[src/core/flash_settings_pkg.sv]
//------------------------------------------------------------------------------
// Function
// byte 0 = 0xb1 with byte 1 = 0x01 selects the pin power-up settings write.
// byte 0 = 0xb1 with byte 1 = 0x00 selects the chip settings write.
// in a chip settings write, byte 8 is the product id low byte, byte 9 the high byte.
// byte 10 is stored and later reported unchanged as the power attributes field.
// byte 11 is stored and the requested current in mA is twice that value.
// bytes 12 to 19 are the stored eight-byte password; bytes 20 to 63 are ignored.
// in a pin settings write, bytes 2, 3, 4 hold pins zero, one, two; bits 7-5 ignored.
// a pin set as a general-purpose output drives its stored bit 4 after reset.
// stored bit 3 makes a pin an input when 1, an output when 0, only in gpio function.
// pin zero codes: 000 gpio, 001 rx activity led, 010 suspend indicator, rest ignored.
// pin one codes: 000 gpio, 001 clock out, 010 analog in one, 011 tx led, 100 irq.
// pin two codes: 000 gpio, 001 clock out, 010 analog in two, 011 analog out one.
//------------------------------------------------------------------------------
// Purpose : shared constants of the flash settings write decoder
// Assumes : 8-bit register port, 64-byte command reports
// Notes   : nonvolatile image layout is fixed here
//------------------------------------------------------------------------------
package flash_settings_pkg;

  // ----------------------------------------------------------------------------
  // command report layout
  // ----------------------------------------------------------------------------
  localparam int        REPORT_BYTES  = 64;
  localparam logic [7:0] CMD_NV_WRITE = 8'hb1;
  localparam logic [7:0] SUB_CHIP     = 8'h00;
  localparam logic [7:0] SUB_PIN      = 8'h01;
  localparam logic [5:0] IDX_CMD      = 6'h00;
  localparam logic [5:0] IDX_SUB      = 6'h01;
  localparam logic [5:0] IDX_CHIP_LO  = 6'h08;
  localparam logic [5:0] IDX_CHIP_HI  = 6'h13;
  localparam logic [5:0] IDX_PIN_LO   = 6'h02;
  localparam logic [5:0] IDX_PIN_HI   = 6'h04;

  // ----------------------------------------------------------------------------
  // pin settings byte fields and function codes
  // ----------------------------------------------------------------------------
  localparam int         BIT_LEVEL  = 4;
  localparam int         BIT_DIR_IN = 3;
  localparam logic [2:0] FN_GPIO    = 3'h0;
  localparam logic [2:0] FN_ALT1    = 3'h1;
  localparam logic [2:0] FN_ALT2    = 3'h2;
  localparam logic [2:0] FN_ALT3    = 3'h3;
  localparam logic [2:0] FN_ALT4    = 3'h4;

  // ----------------------------------------------------------------------------
  // nonvolatile image layout and erased-state defaults
  // ----------------------------------------------------------------------------
  localparam int         NV_DEPTH  = 16;
  localparam logic [3:0] NV_PID_LO = 4'h0;
  localparam logic [3:0] NV_PID_HI = 4'h1;
  localparam logic [3:0] NV_PWR    = 4'h2;
  localparam logic [3:0] NV_CUR    = 4'h3;
  localparam logic [3:0] NV_PW_LO  = 4'h4;
  localparam logic [3:0] NV_PW_HI  = 4'hb;
  localparam logic [3:0] NV_PIN0   = 4'hc;
  localparam logic [7:0] NV_ERASED = 8'h08;

  // ----------------------------------------------------------------------------
  // register port offsets
  // ----------------------------------------------------------------------------
  localparam logic [6:0] OFS_REPORT_TOP = 7'h3f;
  localparam logic [6:0] OFS_CTRL       = 7'h40;
  localparam logic [6:0] OFS_STATUS     = 7'h41;
  localparam logic [6:0] OFS_PID_LO     = 7'h42;
  localparam logic [6:0] OFS_PID_HI     = 7'h43;
  localparam logic [6:0] OFS_PWR        = 7'h44;
  localparam logic [6:0] OFS_CUR        = 7'h45;
  localparam logic [6:0] OFS_PIN0       = 7'h46;
  localparam logic [6:0] OFS_PIN_IN     = 7'h49;
  localparam logic [6:0] OFS_PIN_STATE  = 7'h4a;
  localparam int         CTRL_GO        = 0;
  localparam int         ST_BUSY        = 0;
  localparam int         ST_DONE        = 1;
  localparam int         ST_BAD_CMD     = 2;

endpackage : flash_settings_pkg

[src/core/flash_settings_write_decoder.sv]
//------------------------------------------------------------------------------
// Purpose : decode nonvolatile settings write reports and apply settings at reset
// Assumes : software loads a 64-byte report, then writes the go bit
// Notes   : stored settings take effect only at the next reset, as power-up values
//------------------------------------------------------------------------------
//
// Local design decisions: the address map and the plain strobed port.
`timescale 1ns/10ps
`default_nettype none
module flash_settings_write_decoder
  import flash_settings_pkg::*;
#(
  parameter int PINS = 3
) (
  input  wire logic        clk_i,
  input  wire logic        rst_i,
  // register port
  input  wire logic [6:0]  addr_i,
  input  wire logic [7:0]  wdata_i,
  input  wire logic        we_i,
  input  wire logic        re_i,
  output logic      [7:0]  rdata_o,
  // enumeration values
  output logic      [15:0] product_id_o,
  output logic      [7:0]  power_attr_o,
  output logic      [8:0]  current_ma_o,
  // general-purpose pins
  input  wire logic [2:0]  pin_in_i,
  output logic      [2:0]  pin_out_o,
  output logic      [2:0]  pin_oe_o,
  // alternate function enables
  output logic             rx_activity_led_en_o,
  output logic             suspend_indicator_en_o,
  output logic      [1:0]  clock_out_en_o,
  output logic             analog_input_one_en_o,
  output logic             tx_activity_led_en_o,
  output logic             interrupt_detect_en_o,
  output logic             analog_input_two_en_o,
  output logic             analog_output_one_en_o
);

  // only three pins have code tables, so any other count is refused at elaboration
  if (PINS != 3) begin : g_bad_pins
    $error("flash_settings_write_decoder: exactly three pins are decoded");
  end

  // ----------------------------------------------------------------------------
  // types and state
  // ----------------------------------------------------------------------------
  typedef enum logic [1:0] {
    ST_IDLE,
    ST_CHIP,
    ST_PIN
  } walk_state_t;

  walk_state_t state;
  walk_state_t next_state;
  logic [5:0]  src;
  logic [5:0]  next_src;
  logic        done;
  logic        next_done;
  logic        bad_cmd;
  logic        next_bad_cmd;
  logic        nv_we;
  logic        next_nv_we;
  logic [3:0]  nv_addr;
  logic [3:0]  next_nv_addr;
  logic [7:0]  nv_data;
  logic [7:0]  next_nv_data;

  logic [7:0]  report [REPORT_BYTES];
  logic [7:0]  rdata;
  logic [7:0]  next_rdata;
  logic [2:0]  pin_sync1;
  logic [2:0]  pin_sync2;

  logic        apply;
  logic        next_apply;
  logic [15:0] pid;
  logic [15:0] next_pid;
  logic [7:0]  pwr;
  logic [7:0]  next_pwr;
  logic [8:0]  cur_ma;
  logic [8:0]  next_cur_ma;
  logic [2:0]  pin_out;
  logic [2:0]  next_pin_out;
  logic [2:0]  pin_oe;
  logic [2:0]  next_pin_oe;
  logic [4:1]  alt      [3];
  logic [4:1]  next_alt [3];

  logic [8*NV_DEPTH-1:0] image;
  logic [2:0]            dec_drive;
  logic [2:0]            dec_level;
  logic [4:1]            dec_alt [3];

  logic       busy;
  logic       go;
  logic       cmd_ok;
  logic       ctrl_wr;
  logic       report_wr;
  logic [7:0] status;
  logic [7:0] pin_state;

  assign busy      = (state != ST_IDLE);
  assign ctrl_wr   = we_i && (addr_i == OFS_CTRL);
  assign report_wr = we_i && !busy && (addr_i <= OFS_REPORT_TOP);
  // go is refused while busy, so done and bad_cmd never see a set and a clear at once
  assign go        = ctrl_wr && wdata_i[CTRL_GO] && !busy;
  assign cmd_ok    = (report[IDX_CMD] == CMD_NV_WRITE);
  assign status    = {5'h00, bad_cmd, done, busy};
  assign pin_state = {1'b0, pin_oe, 1'b0, pin_out};

  // ----------------------------------------------------------------------------
  // report buffer; loads are ignored while a walk reads it
  // ----------------------------------------------------------------------------
  // no reset: a report means nothing until software has loaded it
  always_ff @(posedge clk_i) begin
    if (report_wr) begin
      report[addr_i[5:0]] <= wdata_i;
    end
  end

  // ----------------------------------------------------------------------------
  // command walk: copies one report byte into the image per cycle
  // ----------------------------------------------------------------------------
  always_comb begin
    next_state   = state;
    next_src     = src;
    next_done    = done;
    next_bad_cmd = bad_cmd;
    next_nv_we   = 1'b0;
    next_nv_addr = nv_addr;
    next_nv_data = nv_data;
    unique case (state)
      ST_IDLE: begin
        if (go) begin
          next_done    = 1'b0;
          next_bad_cmd = 1'b0;
          if (cmd_ok && report[IDX_SUB] == SUB_CHIP) begin
            next_state = ST_CHIP;
            next_src   = IDX_CHIP_LO;
          end else if (cmd_ok && report[IDX_SUB] == SUB_PIN) begin
            next_state = ST_PIN;
            next_src   = IDX_PIN_LO;
          end else begin
            // unknown command: nothing is written and the walk ends at once
            next_bad_cmd = 1'b1;
            next_done    = 1'b1;
          end
        end
      end
      ST_CHIP: begin
        // bytes 8..19 land at image 0..11: pid, power, current, password
        // nv_we is registered, so each byte lands one edge after it is picked
        next_nv_we   = 1'b1;
        next_nv_addr = 4'(src - IDX_CHIP_LO);
        next_nv_data = report[src];
        next_src     = 6'(src + 6'h01);
        if (src == IDX_CHIP_HI) begin
          next_state = ST_IDLE;
          next_done  = 1'b1;
        end
      end
      ST_PIN: begin
        next_nv_we   = 1'b1;
        next_nv_addr = 4'(src - IDX_PIN_LO) + NV_PIN0;
        next_nv_data = report[src];
        next_src     = 6'(src + 6'h01);
        if (src == IDX_PIN_HI) begin
          next_state = ST_IDLE;
          next_done  = 1'b1;
        end
      end
      // the fourth state code is illegal; fall back to idle
      default: begin
        next_state = ST_IDLE;
      end
    endcase
  end

  always_ff @(posedge clk_i or posedge rst_i) begin
    if (rst_i) begin
      state   <= ST_IDLE;
      src     <= 6'h00;
      done    <= 1'b0;
      bad_cmd <= 1'b0;
      nv_we   <= 1'b0;
      nv_addr <= 4'h0;
      nv_data <= 8'h00;
    end else begin
      state   <= next_state;
      src     <= next_src;
      done    <= next_done;
      bad_cmd <= next_bad_cmd;
      nv_we   <= next_nv_we;
      nv_addr <= next_nv_addr;
      nv_data <= next_nv_data;
    end
  end

  // the image has no reset port: stored settings must outlive rst_i
  nv_image #(
    .DEPTH (NV_DEPTH)
  ) u_nv (
    .clk_i   (clk_i),
    .we_i    (nv_we),
    .addr_i  (nv_addr),
    .data_i  (nv_data),
    .image_o (image)
  );

  // ----------------------------------------------------------------------------
  // pin decode, one per pin
  // ----------------------------------------------------------------------------
  // pin bytes sit above the twelve chip bytes in the image
  generate
    for (genvar p = 0; p < 3; p++) begin : g_pin
      pin_cfg_decode #(
        .PIN (p)
      ) u_dec (
        .cfg_i   (image[8*(int'(NV_PIN0) + p) +: 8]),
        .drive_o (dec_drive[p]),
        .level_o (dec_level[p]),
        .alt_o   (dec_alt[p])
      );
    end
  endgenerate

  // ----------------------------------------------------------------------------
  // power-up apply: stored settings are taken once, right after reset
  // ----------------------------------------------------------------------------
  always_comb begin
    next_apply   = 1'b0;
    next_pid     = pid;
    next_pwr     = pwr;
    next_cur_ma  = cur_ma;
    next_pin_out = pin_out;
    next_pin_oe  = pin_oe;
    next_alt     = alt;
    // apply is high for one edge only and stays low until the next rst_i
    if (apply) begin
      next_pid     = {image[8*NV_PID_HI +: 8], image[8*NV_PID_LO +: 8]};
      next_pwr     = image[8*NV_PWR +: 8];
      next_cur_ma  = {image[8*NV_CUR +: 8], 1'b0};
      next_pin_out = dec_level & dec_drive;
      next_pin_oe  = dec_drive;
      next_alt[0]  = dec_alt[0];
      next_alt[1]  = dec_alt[1];
      next_alt[2]  = dec_alt[2];
    end
  end

  always_ff @(posedge clk_i or posedge rst_i) begin
    if (rst_i) begin
      apply   <= 1'b1;
      pid     <= 16'h0000;
      pwr     <= 8'h00;
      cur_ma  <= 9'h000;
      pin_out <= 3'h0;
      pin_oe  <= 3'h0;
      alt[0]  <= 4'h0;
      alt[1]  <= 4'h0;
      alt[2]  <= 4'h0;
    end else begin
      apply   <= next_apply;
      pid     <= next_pid;
      pwr     <= next_pwr;
      cur_ma  <= next_cur_ma;
      pin_out <= next_pin_out;
      pin_oe  <= next_pin_oe;
      alt     <= next_alt;
    end
  end

  // ----------------------------------------------------------------------------
  // pin input synchroniser
  // ----------------------------------------------------------------------------
  // only pin_sync2 is read beyond this block; pin_sync1 may still be settling
  always_ff @(posedge clk_i or posedge rst_i) begin
    if (rst_i) begin
      pin_sync1 <= 3'h0;
      pin_sync2 <= 3'h0;
    end else begin
      pin_sync1 <= pin_in_i;
      pin_sync2 <= pin_sync1;
    end
  end

  // ----------------------------------------------------------------------------
  // register read; the password never reads back from the image, but its report buffer copy still does
  // ----------------------------------------------------------------------------
  always_comb begin
    next_rdata = 8'h00;
    if (re_i) begin
      if (addr_i <= OFS_REPORT_TOP) begin
        next_rdata = report[addr_i[5:0]];
      end else begin
        unique case (addr_i)
          OFS_STATUS:          next_rdata = status;
          OFS_PID_LO:          next_rdata = image[8*NV_PID_LO +: 8];
          OFS_PID_HI:          next_rdata = image[8*NV_PID_HI +: 8];
          OFS_PWR:             next_rdata = image[8*NV_PWR +: 8];
          OFS_CUR:             next_rdata = image[8*NV_CUR +: 8];
          OFS_PIN0:            next_rdata = image[8*NV_PIN0 +: 8];
          OFS_PIN0 + 7'h01:    next_rdata = image[8*(NV_PIN0 + 4'h1) +: 8];
          OFS_PIN0 + 7'h02:    next_rdata = image[8*(NV_PIN0 + 4'h2) +: 8];
          OFS_PIN_IN:          next_rdata = {5'h00, pin_sync2};
          OFS_PIN_STATE:       next_rdata = pin_state;
          default:       next_rdata = 8'h00;
        endcase
      end
    end
  end

  // rdata falls back to zero after one cycle, so a stale read never looks fresh
  always_ff @(posedge clk_i or posedge rst_i) begin
    if (rst_i) begin
      rdata <= 8'h00;
    end else begin
      rdata <= next_rdata;
    end
  end

  // ----------------------------------------------------------------------------
  // outputs, all from flops
  // ----------------------------------------------------------------------------
  assign rdata_o                = rdata;
  assign product_id_o           = pid;
  assign power_attr_o           = pwr;
  assign current_ma_o           = cur_ma;
  assign pin_out_o              = pin_out;
  assign pin_oe_o               = pin_oe;
  assign rx_activity_led_en_o   = alt[0][1];
  assign suspend_indicator_en_o = alt[0][2];
  // one clock output enable per pin, pins one and two
  assign clock_out_en_o         = {alt[2][1], alt[1][1]};
  assign analog_input_one_en_o  = alt[1][2];
  assign tx_activity_led_en_o   = alt[1][3];
  assign interrupt_detect_en_o  = alt[1][4];
  assign analog_input_two_en_o  = alt[2][2];
  assign analog_output_one_en_o = alt[2][3];

endmodule : flash_settings_write_decoder
`default_nettype wire

[src/core/nv_image.sv]
//------------------------------------------------------------------------------
// Purpose : nonvolatile settings image, one byte written per cycle
// Assumes : contents survive rst_i, as flash would
// Notes   : whole image is visible at once as a flat vector
//------------------------------------------------------------------------------
`timescale 1ns/10ps
`default_nettype none
module nv_image
  import flash_settings_pkg::*;
#(
  parameter int DEPTH = NV_DEPTH
) (
  input  wire logic               clk_i,
  input  wire logic               we_i,
  input  wire logic [3:0]         addr_i,
  input  wire logic [7:0]         data_i,
  output logic      [8*DEPTH-1:0] image_o
);

  // erased flash reads as NV_ERASED; a declaration value keeps always_ff the only writer
  logic [7:0] mem [DEPTH] = '{default: NV_ERASED};

  if (DEPTH < 15 || DEPTH > 16) begin : g_bad_depth
    $error("nv_image: depth must hold the fifteen settings bytes");
  end

  // no reset on purpose: the image must outlive a device reset
  always_ff @(posedge clk_i) begin
    if (we_i) begin
      mem[addr_i] <= data_i;
    end
  end

  generate
    for (genvar g = 0; g < DEPTH; g++) begin : g_flat
      assign image_o[8*g +: 8] = mem[g];
    end
  endgenerate

endmodule : nv_image
`default_nettype wire

[src/core/pin_cfg_decode.sv]
//------------------------------------------------------------------------------
// Purpose : turn one stored pin settings byte into drive and function enables
// Assumes : PIN selects which code table applies
// Notes   : an ignored code leaves the pin undriven with no function
//------------------------------------------------------------------------------
`timescale 1ns/10ps
`default_nettype none
module pin_cfg_decode
  import flash_settings_pkg::*;
#(
  parameter int PIN = 0
) (
  input  wire logic [7:0] cfg_i,
  output logic            drive_o,
  output logic            level_o,
  output logic      [4:1] alt_o
);

  logic [2:0] code;
  logic [2:0] top_code;

  if (PIN < 0 || PIN > 2) begin : g_bad_pin
    $error("pin_cfg_decode: only pins zero to two are decoded");
  end

  assign code     = cfg_i[2:0];
  assign top_code = (PIN == 0) ? FN_ALT2 : (PIN == 1) ? FN_ALT4 : FN_ALT3;

  always_comb begin
    alt_o   = '0;
    drive_o = 1'b0;
    level_o = cfg_i[BIT_LEVEL];
    if (code == FN_GPIO) begin
      drive_o = ~cfg_i[BIT_DIR_IN];
    end else if (code <= top_code) begin
      alt_o[code] = 1'b1;
    end
  end

endmodule : pin_cfg_decode
`default_nettype wire
[config.mk]
export PLATFORM = sky130hd
export DESIGN_NAME = flash_settings_write_decoder
export DESIGN_NICKNAME = d
export VERILOG_FILES = /design/src/core/flash_settings_pkg.sv /design/src/core/flash_settings_write_decoder.sv /design/src/core/nv_image.sv /design/src/core/pin_cfg_decode.sv
export SDC_FILE = /design/constraint.sdc
export NUM_CORES = 1
export LEC_CHECK = 0
export BUFFER_PORTS_ARGS = -buffer_cell sky130_fd_sc_hd__buf_2
export CAP_MARGIN = 20
export CORE_ASPECT_RATIO = 1.5
export CORE_MARGIN = 3
export CORE_UTILIZATION = 35
export CTS_CLUSTER_DIAMETER = 40
export DETAILED_ROUTE_END_ITERATION = 7
export HOLD_SLACK_MARGIN = 0.03
export SLEW_MARGIN = 20
export SYNTH_ARGS = -nofsm -noshare
export SYNTH_HDL_FRONTEND = slang
export SYNTH_SLANG_ARGS = --single-unit
[constraint.sdc]
create_clock -name clk_i -period 4.3 [get_ports clk_i]
set_clock_uncertainty 0.05 [all_clocks]
set_input_delay 0.86 -clock clk_i [delete_from_list [all_inputs] [get_ports clk_i]]
set_output_delay 0.86 -clock clk_i [all_outputs]
set_load 0.02 [all_outputs]
# Word level (Yosys, flattened, before mapping)

Memories as Yosys holds them, arrays and structs flattened. A register that Yosys moved wholly into a read port is not among the register bits.
Index checks and enable logic that the tools add are counted.

Bits in registers: 77
Bits in writable memories: 640
Input bits: 22
Output and inout bits: 56
Memories: 2

Memory list:

| memory   | words | width | read ports | clocked after Yosys merged registers in | wr ports | RTL line                           | text |
|---|---|---|---|---|---|---|---|
| report   | 64    | 8     | 4          | 1                                       | 1        | flash_settings_write_decoder.sv:71 | `logic [7:0] report [REPORT_BYTES];` |
| u_nv.mem | 16    | 8     | 7          | 0                                       | 1        | nv_image.sv:21                     | `logic [7:0] mem [DEPTH] = '{default: NV_ERASED};` |

Add/sub/neg operators: 4
Order comparisons: 10
Equal/unequal tests: 21
Muxes and demuxes: 40
Bitwise logic cells: 4
Reduce and logical (&&, ||, !) cells: 25

Operators by type and width:

| kind                                                            | number |
|---|---|
| one-hot mux 8 bit (10 select lines)                             | 1 |
| equality test 7 bit (second input constant)                     | 11 |
| two-way mux 6 bit                                               | 3 |
| two-way mux 1 bit                                               | 16 |
| two-way mux 8 bit                                               | 2 |
| two-way mux 2 bit                                               | 7 |
| less-than comparator 3 x 4 -> 1 bit (second input constant)     | 3 |
| one-hot mux 6 bit (2 select lines)                              | 1 |
| logical AND 1 bit                                               | 10 |
| demux 1 bit (select 3 bit)                                      | 3 |
| >= comparator 3 x 1 -> 1 bit (second input constant)            | 3 |
| logical NOT 3 bit                                               | 3 |
| equality test 8 x 1 -> 1 bit (second input constant)            | 1 |
| equality test 8 bit (second input constant)                     | 1 |
| logical NOT 8 bit                                               | 1 |
| two-way mux 4 bit                                               | 2 |
| one-hot mux 4 bit (2 select lines)                              | 1 |
| AND reduction 4 bit                                             | 2 |
| less-or-equal comparator 7 x 6 -> 1 bit (second input constant) | 1 |
| adder 6 x 1 -> 6 bit (second input constant)                    | 1 |
| equality test 6 x 3 -> 1 bit (second input constant)            | 1 |
| equality test 6 x 5 -> 1 bit (second input constant)            | 1 |
| less-or-equal comparator 3 x 2 -> 1 bit (second input constant) | 2 |
| two-way mux 3 bit                                               | 2 |
| other kinds (19)                                                | 25 |

# Logic depth before layout (Yosys ltp)

An unclocked memory read counts as a cell.

Word-level depth: 7
Gate-level depth with buffers: 11
Mapped depth without buffers: 7

# Modules after synthesis

A second synthesis with hierarchy kept.

Cells, all modules: 1,803
Area total of the unflattened synthesis: 32,357.3 um^2

Modules (own cells, without submodules):

| module                          | instances | cells each | area an instance (um^2) | sequential area each (um^2) |
|---|---|---|---|---|
| flash_settings_write_decoder    | 1         | 1,628      | 28,197.0                | 17,503.0 |
| nv_image                        | 1         | 155        | 3,997.6                 | 3,843.7 |
| pin_cfg_decode (g_pin[2].u_dec) | 1         | 7          | 56.3                    | 0.0 |
| pin_cfg_decode (g_pin[0].u_dec) | 1         | 7          | 53.8                    | 0.0 |
| pin_cfg_decode (g_pin[1].u_dec) | 1         | 6          | 52.6                    | 0.0 |

# Least setup slack after synthesis

Ideal clock, no wire load.

Path kind: reg-to-reg
From: register src[0]
To: register done
Setup time: 0.125 ns
Arrival: 2.819 ns
Data required time: 4.125 ns
Path slack: 1.306 ns
Stages on the path, launching flop included: 12
Buffers on the path: 4
Clock period less this slack: 2.994 ns
Cells stage by stage: dfrtp_1 > buf_6 > buf_4 > inv_1 > buf_2 > clkbuf_1 > ha_1 > or4bb_1 > a211oi_1 > o21ai_0 > nor2_1 > mux2_2

Cells in the longest elaborated chain, start to end: 3
Elaborated cells between the ends (all ways): 5

Ends and longest elaborated chain:

| what                                                                                | RTL line                                                                 | text |
|---|---|---|
| from (decl)                                                                         | flash_settings_write_decoder.sv:58                                       | `logic [5:0] src;` |
| from (signal assigned)                                                              | flash_settings_write_decoder.sv:193                                      | `src <= next_src;` |
| equality test 6 x 3 -> 1 bit / equality test 6 x 5 -> 1 bit (equally long branches) | flash_settings_write_decoder.sv:170, flash_settings_write_decoder.sv:160 |  |
| != test 2 bit (no source line)                                                      | --                                                                       |  |
| AND reduction 4 bit (no source line) (*)                                            | --                                                                       |  |
| to (signal assigned)                                                                | flash_settings_write_decoder.sv:194                                      | `done <= next_done;` |
| to (decl)                                                                           | flash_settings_write_decoder.sv:60                                       | `logic done;` |

Every way passes the cells marked *; elsewhere a longest branch is shown, timed or not.
A chain may end at the register's enable or synchronous reset.

# Worst setup path after layout

From: input addr_i[1]
To: register rdata[2] (netlist: rdata_o[2])

Cells in the longest elaborated chain, start to end: 4
Elaborated cells between the ends (all ways): 15

Ends and longest elaborated chain:

| what                                                             | RTL line                            | text |
|---|---|---|
| from (decl)                                                      | flash_settings_write_decoder.sv:18  | `input wire logic [6:0] addr_i,` |
| branches (longest 2 deep; another with memory read (64 x 8 bit)) | --                                  |  |
| two-way mux 8 bit (*)                                            | flash_settings_write_decoder.sv:296 | `if (addr_i <= OFS_REPORT_TOP) begin` |
| two-way mux 8 bit (*)                                            | flash_settings_write_decoder.sv:295 | `if (re_i) begin` |
| via next_rdata[2]                                                | flash_settings_write_decoder.sv:73  | `logic [7:0] next_rdata;` |
| to (signal assigned)                                             | flash_settings_write_decoder.sv:321 | `rdata <= next_rdata;` |
| to (decl)                                                        | flash_settings_write_decoder.sv:72  | `logic [7:0] rdata;` |

Mark *: on every way through the listed nets, which the timed path passes.

==> results.sh <==
export IMPL_setup_slack_ns=1.07
export IMPL_ioPinCount=78
export IMPL_layout_filler_cells=7536
export IMPL_endpoint="rdata_o[2]"
export IMPL_crit_required_ns=4.74
export IMPL_die_height_um=365
export IMPL_ys_seq_area_share_pct=63.8
export IMPL_r2r_setup_slack_ns=1.12
export IMPL_port_buffers=76
export IMPL_cts_sinks=653
export IMPL_design_die_area_um2=89500
export IMPL_grt_overflow_total=0
export IMPL_worstRegToRegCells=5
export IMPL_async_flop_share_pct=13.0
export IMPL_synth_enable_flop_cells=568
export IMPL_synthTopCellsByArea="edfxtp_1, mux4_2, dfrtp_1"
export IMPL_clock_path_buffers=3
export IMPL_grt_use_total_pct=20.5
export IMPL_synth_area_um2=30100
export IMPL_grt_start_max_net_pins=66
export IMPL_place_congestion=0.910
export IMPL_ys_types=68
export IMPL_nNetsFinal=1871
export IMPL_antenna_found_initial=2
export IMPL_diodes=0
export IMPL_ys_flop_type="edfxtp_1"
export IMPL_worst_slew_pin_slew_ns=1.11
export IMPL_wire_per_inst_um=30.2
export IMPL_status="complete, no violations"
export IMPL_timing_hold_ws_ns=0.129
export IMPL_synth_cells=1684
export IMPL_rsz0062_at_grt="no"
export IMPL_cp_arrival_ns=3.66
export IMPL_maxCapViolCount=0
export IMPL_worstSetupEndpointType="flop"
export IMPL_start_util_pct=35.3
export IMPL_fin_area_um2=34700
export IMPL_r2r_end="nv_data[4]"
export IMPL_htreeDepth=3
export IMPL_clock_latency_ns=0.63
export IMPL_cp_start_kind="input port"
export IMPL_core_area_um2=85100
export IMPL_ys_seq_elements=653
export IMPL_p_per_area_nw_per_um2=418
export IMPL_wirelength_um=91700
export IMPL_cts_hold_buf=0
export IMPL_drt_iter0_markers=2030
export IMPL_r2r_start="src[3]"
export IMPL_dp_slack_ns=0.562
export IMPL_post_drt_via_cell_ratio=5.92
export IMPL_rows=131
export IMPL_dp_hpwl_um=64500
export IMPL_cts_setup_buffers=0
export IMPL_p_leak_nw=11.5
export IMPL_clk_pin_slew_ns=0.05
export IMPL_drt_first_pass_iters=6
export IMPL_cts_made_buffers=76
export IMPL_hold_class="input port to asynchronous set/reset pin"
export IMPL_placed_area_um2=32200
export IMPL_min_period_ns=3.23
export IMPL_cts_tree="built"
export IMPL_via_count=17900
export IMPL_cts_resized_gates=0
export IMPL_fp_dieW_um=245
export IMPL_yosys_warnings=0
export IMPL_cts_root_buf="clkbuf_16"
export IMPL_synth_avg_cell_area_um2=17.8
export IMPL_finalSetupTns_ns=0
export IMPL_grt_pass1_vias=18600
export IMPL_final_setup_viol_count=0
export IMPL_synth_largest_area_cell="edfxtp_1"
export IMPL_grt_pass1_wl_um=132000
export IMPL_synth_top_cell_area_share_pct=56.8
export IMPL_hold_viol_final=0
export IMPL_critPathKind="input port to flop"
export IMPL_slew_violations=0
export IMPL_drtAntennaViolNets=0
export IMPL_period_share_pct=75.1
export IMPL_max_vdd_ir_drop_v=0.000280
export IMPL_drive_gt1_share_pct=34.7
export IMPL_max_freq_mhz=310
export IMPL_synthToLayoutAreaGrowth_pct=15.5
export IMPL_timing_critical_path_from="addr_i[1]"
export IMPL_slew_headroom_pct=25.3
export IMPL_drc_errors=0
export IMPL_crit_fanout=64
-- worst min-delay path by stage --
stage / from / to / slack [ns] / depth (start not counted)
after global routing: rst_i / product_id_o[10] / 0.13 / 2
after global placement: pin_sync1[2] / pin_sync2[2] / 0.29 / 0
after detailed placement: pin_sync1[0] / pin_sync2[0] / 0.28 / 0
final: rst_i / product_id_o[12] / 0.13 / 2
after floorplan: pin_sync1[0] / pin_sync2[0] / 0.28 / 0
after CTS: rst_i / product_id_o[1] / 0.11 / 2
-- cells in the mapped netlist (3+ instances only) --
library cell and count:
edfxtp_1 568, mux4_1 6, clkbuf_1 34, and2_1 4
a21oi_1 14, o21ai_0 33, o22ai_1 8, o211ai_1 15
or2_2 5, nand3b_1 3, o2111ai_1 3, mux2_2 71
a31oi_1 9, o32ai_1 5, ha_1 7, nor3_1 11
nor2_1 94, nor2b_1 11, nand4_1 15, inv_1 28
nand2b_1 9, mux4_2 249, a221oi_1 16, nand3_1 37
a22oi_1 19, a22o_1 6, o221ai_1 5, buf_1 7
o221a_2 3, nand2_1 96, or4_1 3, a32oi_1 3
nor3b_1 4, a211oi_1 7, or3_1 3, buf_6 15
or3b_2 3, mux2i_1 74, nor4_1 7, buf_4 22
dfrtp_1 84, buf_2 36
-- logic make-up (layout without fill, tap and decap cells) --
kind of cell | after synthesis | after routing | synth area share, %
buffers and inverters | 143 | 360 | 2.60
multiplexers | 400 | 400 | 24.3
other | 1 | 2 | 0.0125
AO/OA/AOI/OAI | 158 | 158 | 3.72
XOR/XNOR | 2 | 2 | 0.0583
adder cells (fa/ha/maj) | 7 | 7 | 0.291
AND/OR/NAND/NOR | 320 | 320 | 5.17
flip-flops | 653 | 653 | 63.8
-- flip-flops by register name, summed over array words and instances, names as in the netlist, 2 cells and up --
name and cells:
report 512, current_ma_o 8, src 6, pin_sync1 3, rdata_o 8, u_nv.mem 56, clock_out_en_o 2, state 2
pin_sync2 3, pin_out_o 3, pin_oe_o 3, nv_addr 4, nv_data 8, product_id_o 16, power_attr_o 8
-- final cells by class --
cell class | count | area, um2 | area share, %
Sequential cell | 653 | 19200 | 55.3
Multi-Input combinational cell | 889 | 10100 | 29.1
Clock buffer | 95 | 2080 | 5.98
Tap cell | 1130 | 1410 | 4.07
Timing Repair Buffer | 194 | 1350 | 3.90
Clock inverter | 43 | 453 | 1.30
Inverter | 28 | 106 | 0.306
-- placed cells by master, fill, tap and decap left out, types with 8 or more instances in the layout --
| cell type | Yosys | layout |
|---|---|---|
| nand2_1 | 96 | 96 |
| a221oi_1 | 16 | 16 |
| o21ai_0 | 33 | 33 |
| a21oi_1 | 14 | 14 |
| nand4_1 | 15 | 15 |
| inv_1 | 28 | 27 |
| nor3_1 | 11 | 9 |
| nand2b_1 | 9 | 9 |
| o211ai_1 | 15 | 15 |
| nor2b_1 | 11 | 11 |
| inv_6 | 0 | 11 |
| clkbuf_16 | 0 | 79 |
| clkinv_2 | 0 | 10 |
| mux2i_1 | 74 | 74 |
| mux4_2 | 249 | 249 |
| o22ai_1 | 8 | 8 |
| dfrtp_1 | 84 | 81 |
| a22oi_1 | 19 | 19 |
| clkbuf_1 | 34 | 12 |
| a31oi_1 | 9 | 9 |
| nand3_1 | 37 | 37 |
| nor2_1 | 94 | 93 |
| buf_4 | 22 | 117 |
| buf_2 | 36 | 70 |
| mux2_2 | 71 | 71 |
| edfxtp_1 | 568 | 568 |
-- worst max-delay path, cell delays in order --
cell,delay [ns]
buf_6,0.57
buf_4,0.42
mux4_2,0.36
mux4_2,0.59
o2111ai_1,0.57
nor3_1,0.11
-- metal layers --
layer / global-route usage [%] / wire [um] / vias to the layer above
met5: 0 / 20 / -
met4: 13.3 / 6560 / 2
met3: 2.61 / 6410 / 257
met2: 36.1 / 47300 / 1004
met1: 23.4 / 31400 / 9429
li1: - / - / 7256
-- report_power, final --
group	leakage [nW]	internal [W]	total (W)	switching (W)
Combinational	4.00	0.000339	0.000955	0.000616
Sequential	6.30	0.00699	0.00710	0.000104
Clock	1.24	0.00379	0.00647	0.00268
-- metrics by stage --
stage | util [%] | cells | power (W)
floorplan | - | 1685 | 0.00776
global placement | 37.8 | 2894 | 0.00815
detailed placement | 37.8 | 2894 | 0.00817
CTS | 40.8 | 3032 | 0.0146
global route | 40.8 | 3032 | 0.0150
finish | 40.8 | 3032 | 0.0145
No activity file was read; power rests on OpenSTA's default activity.
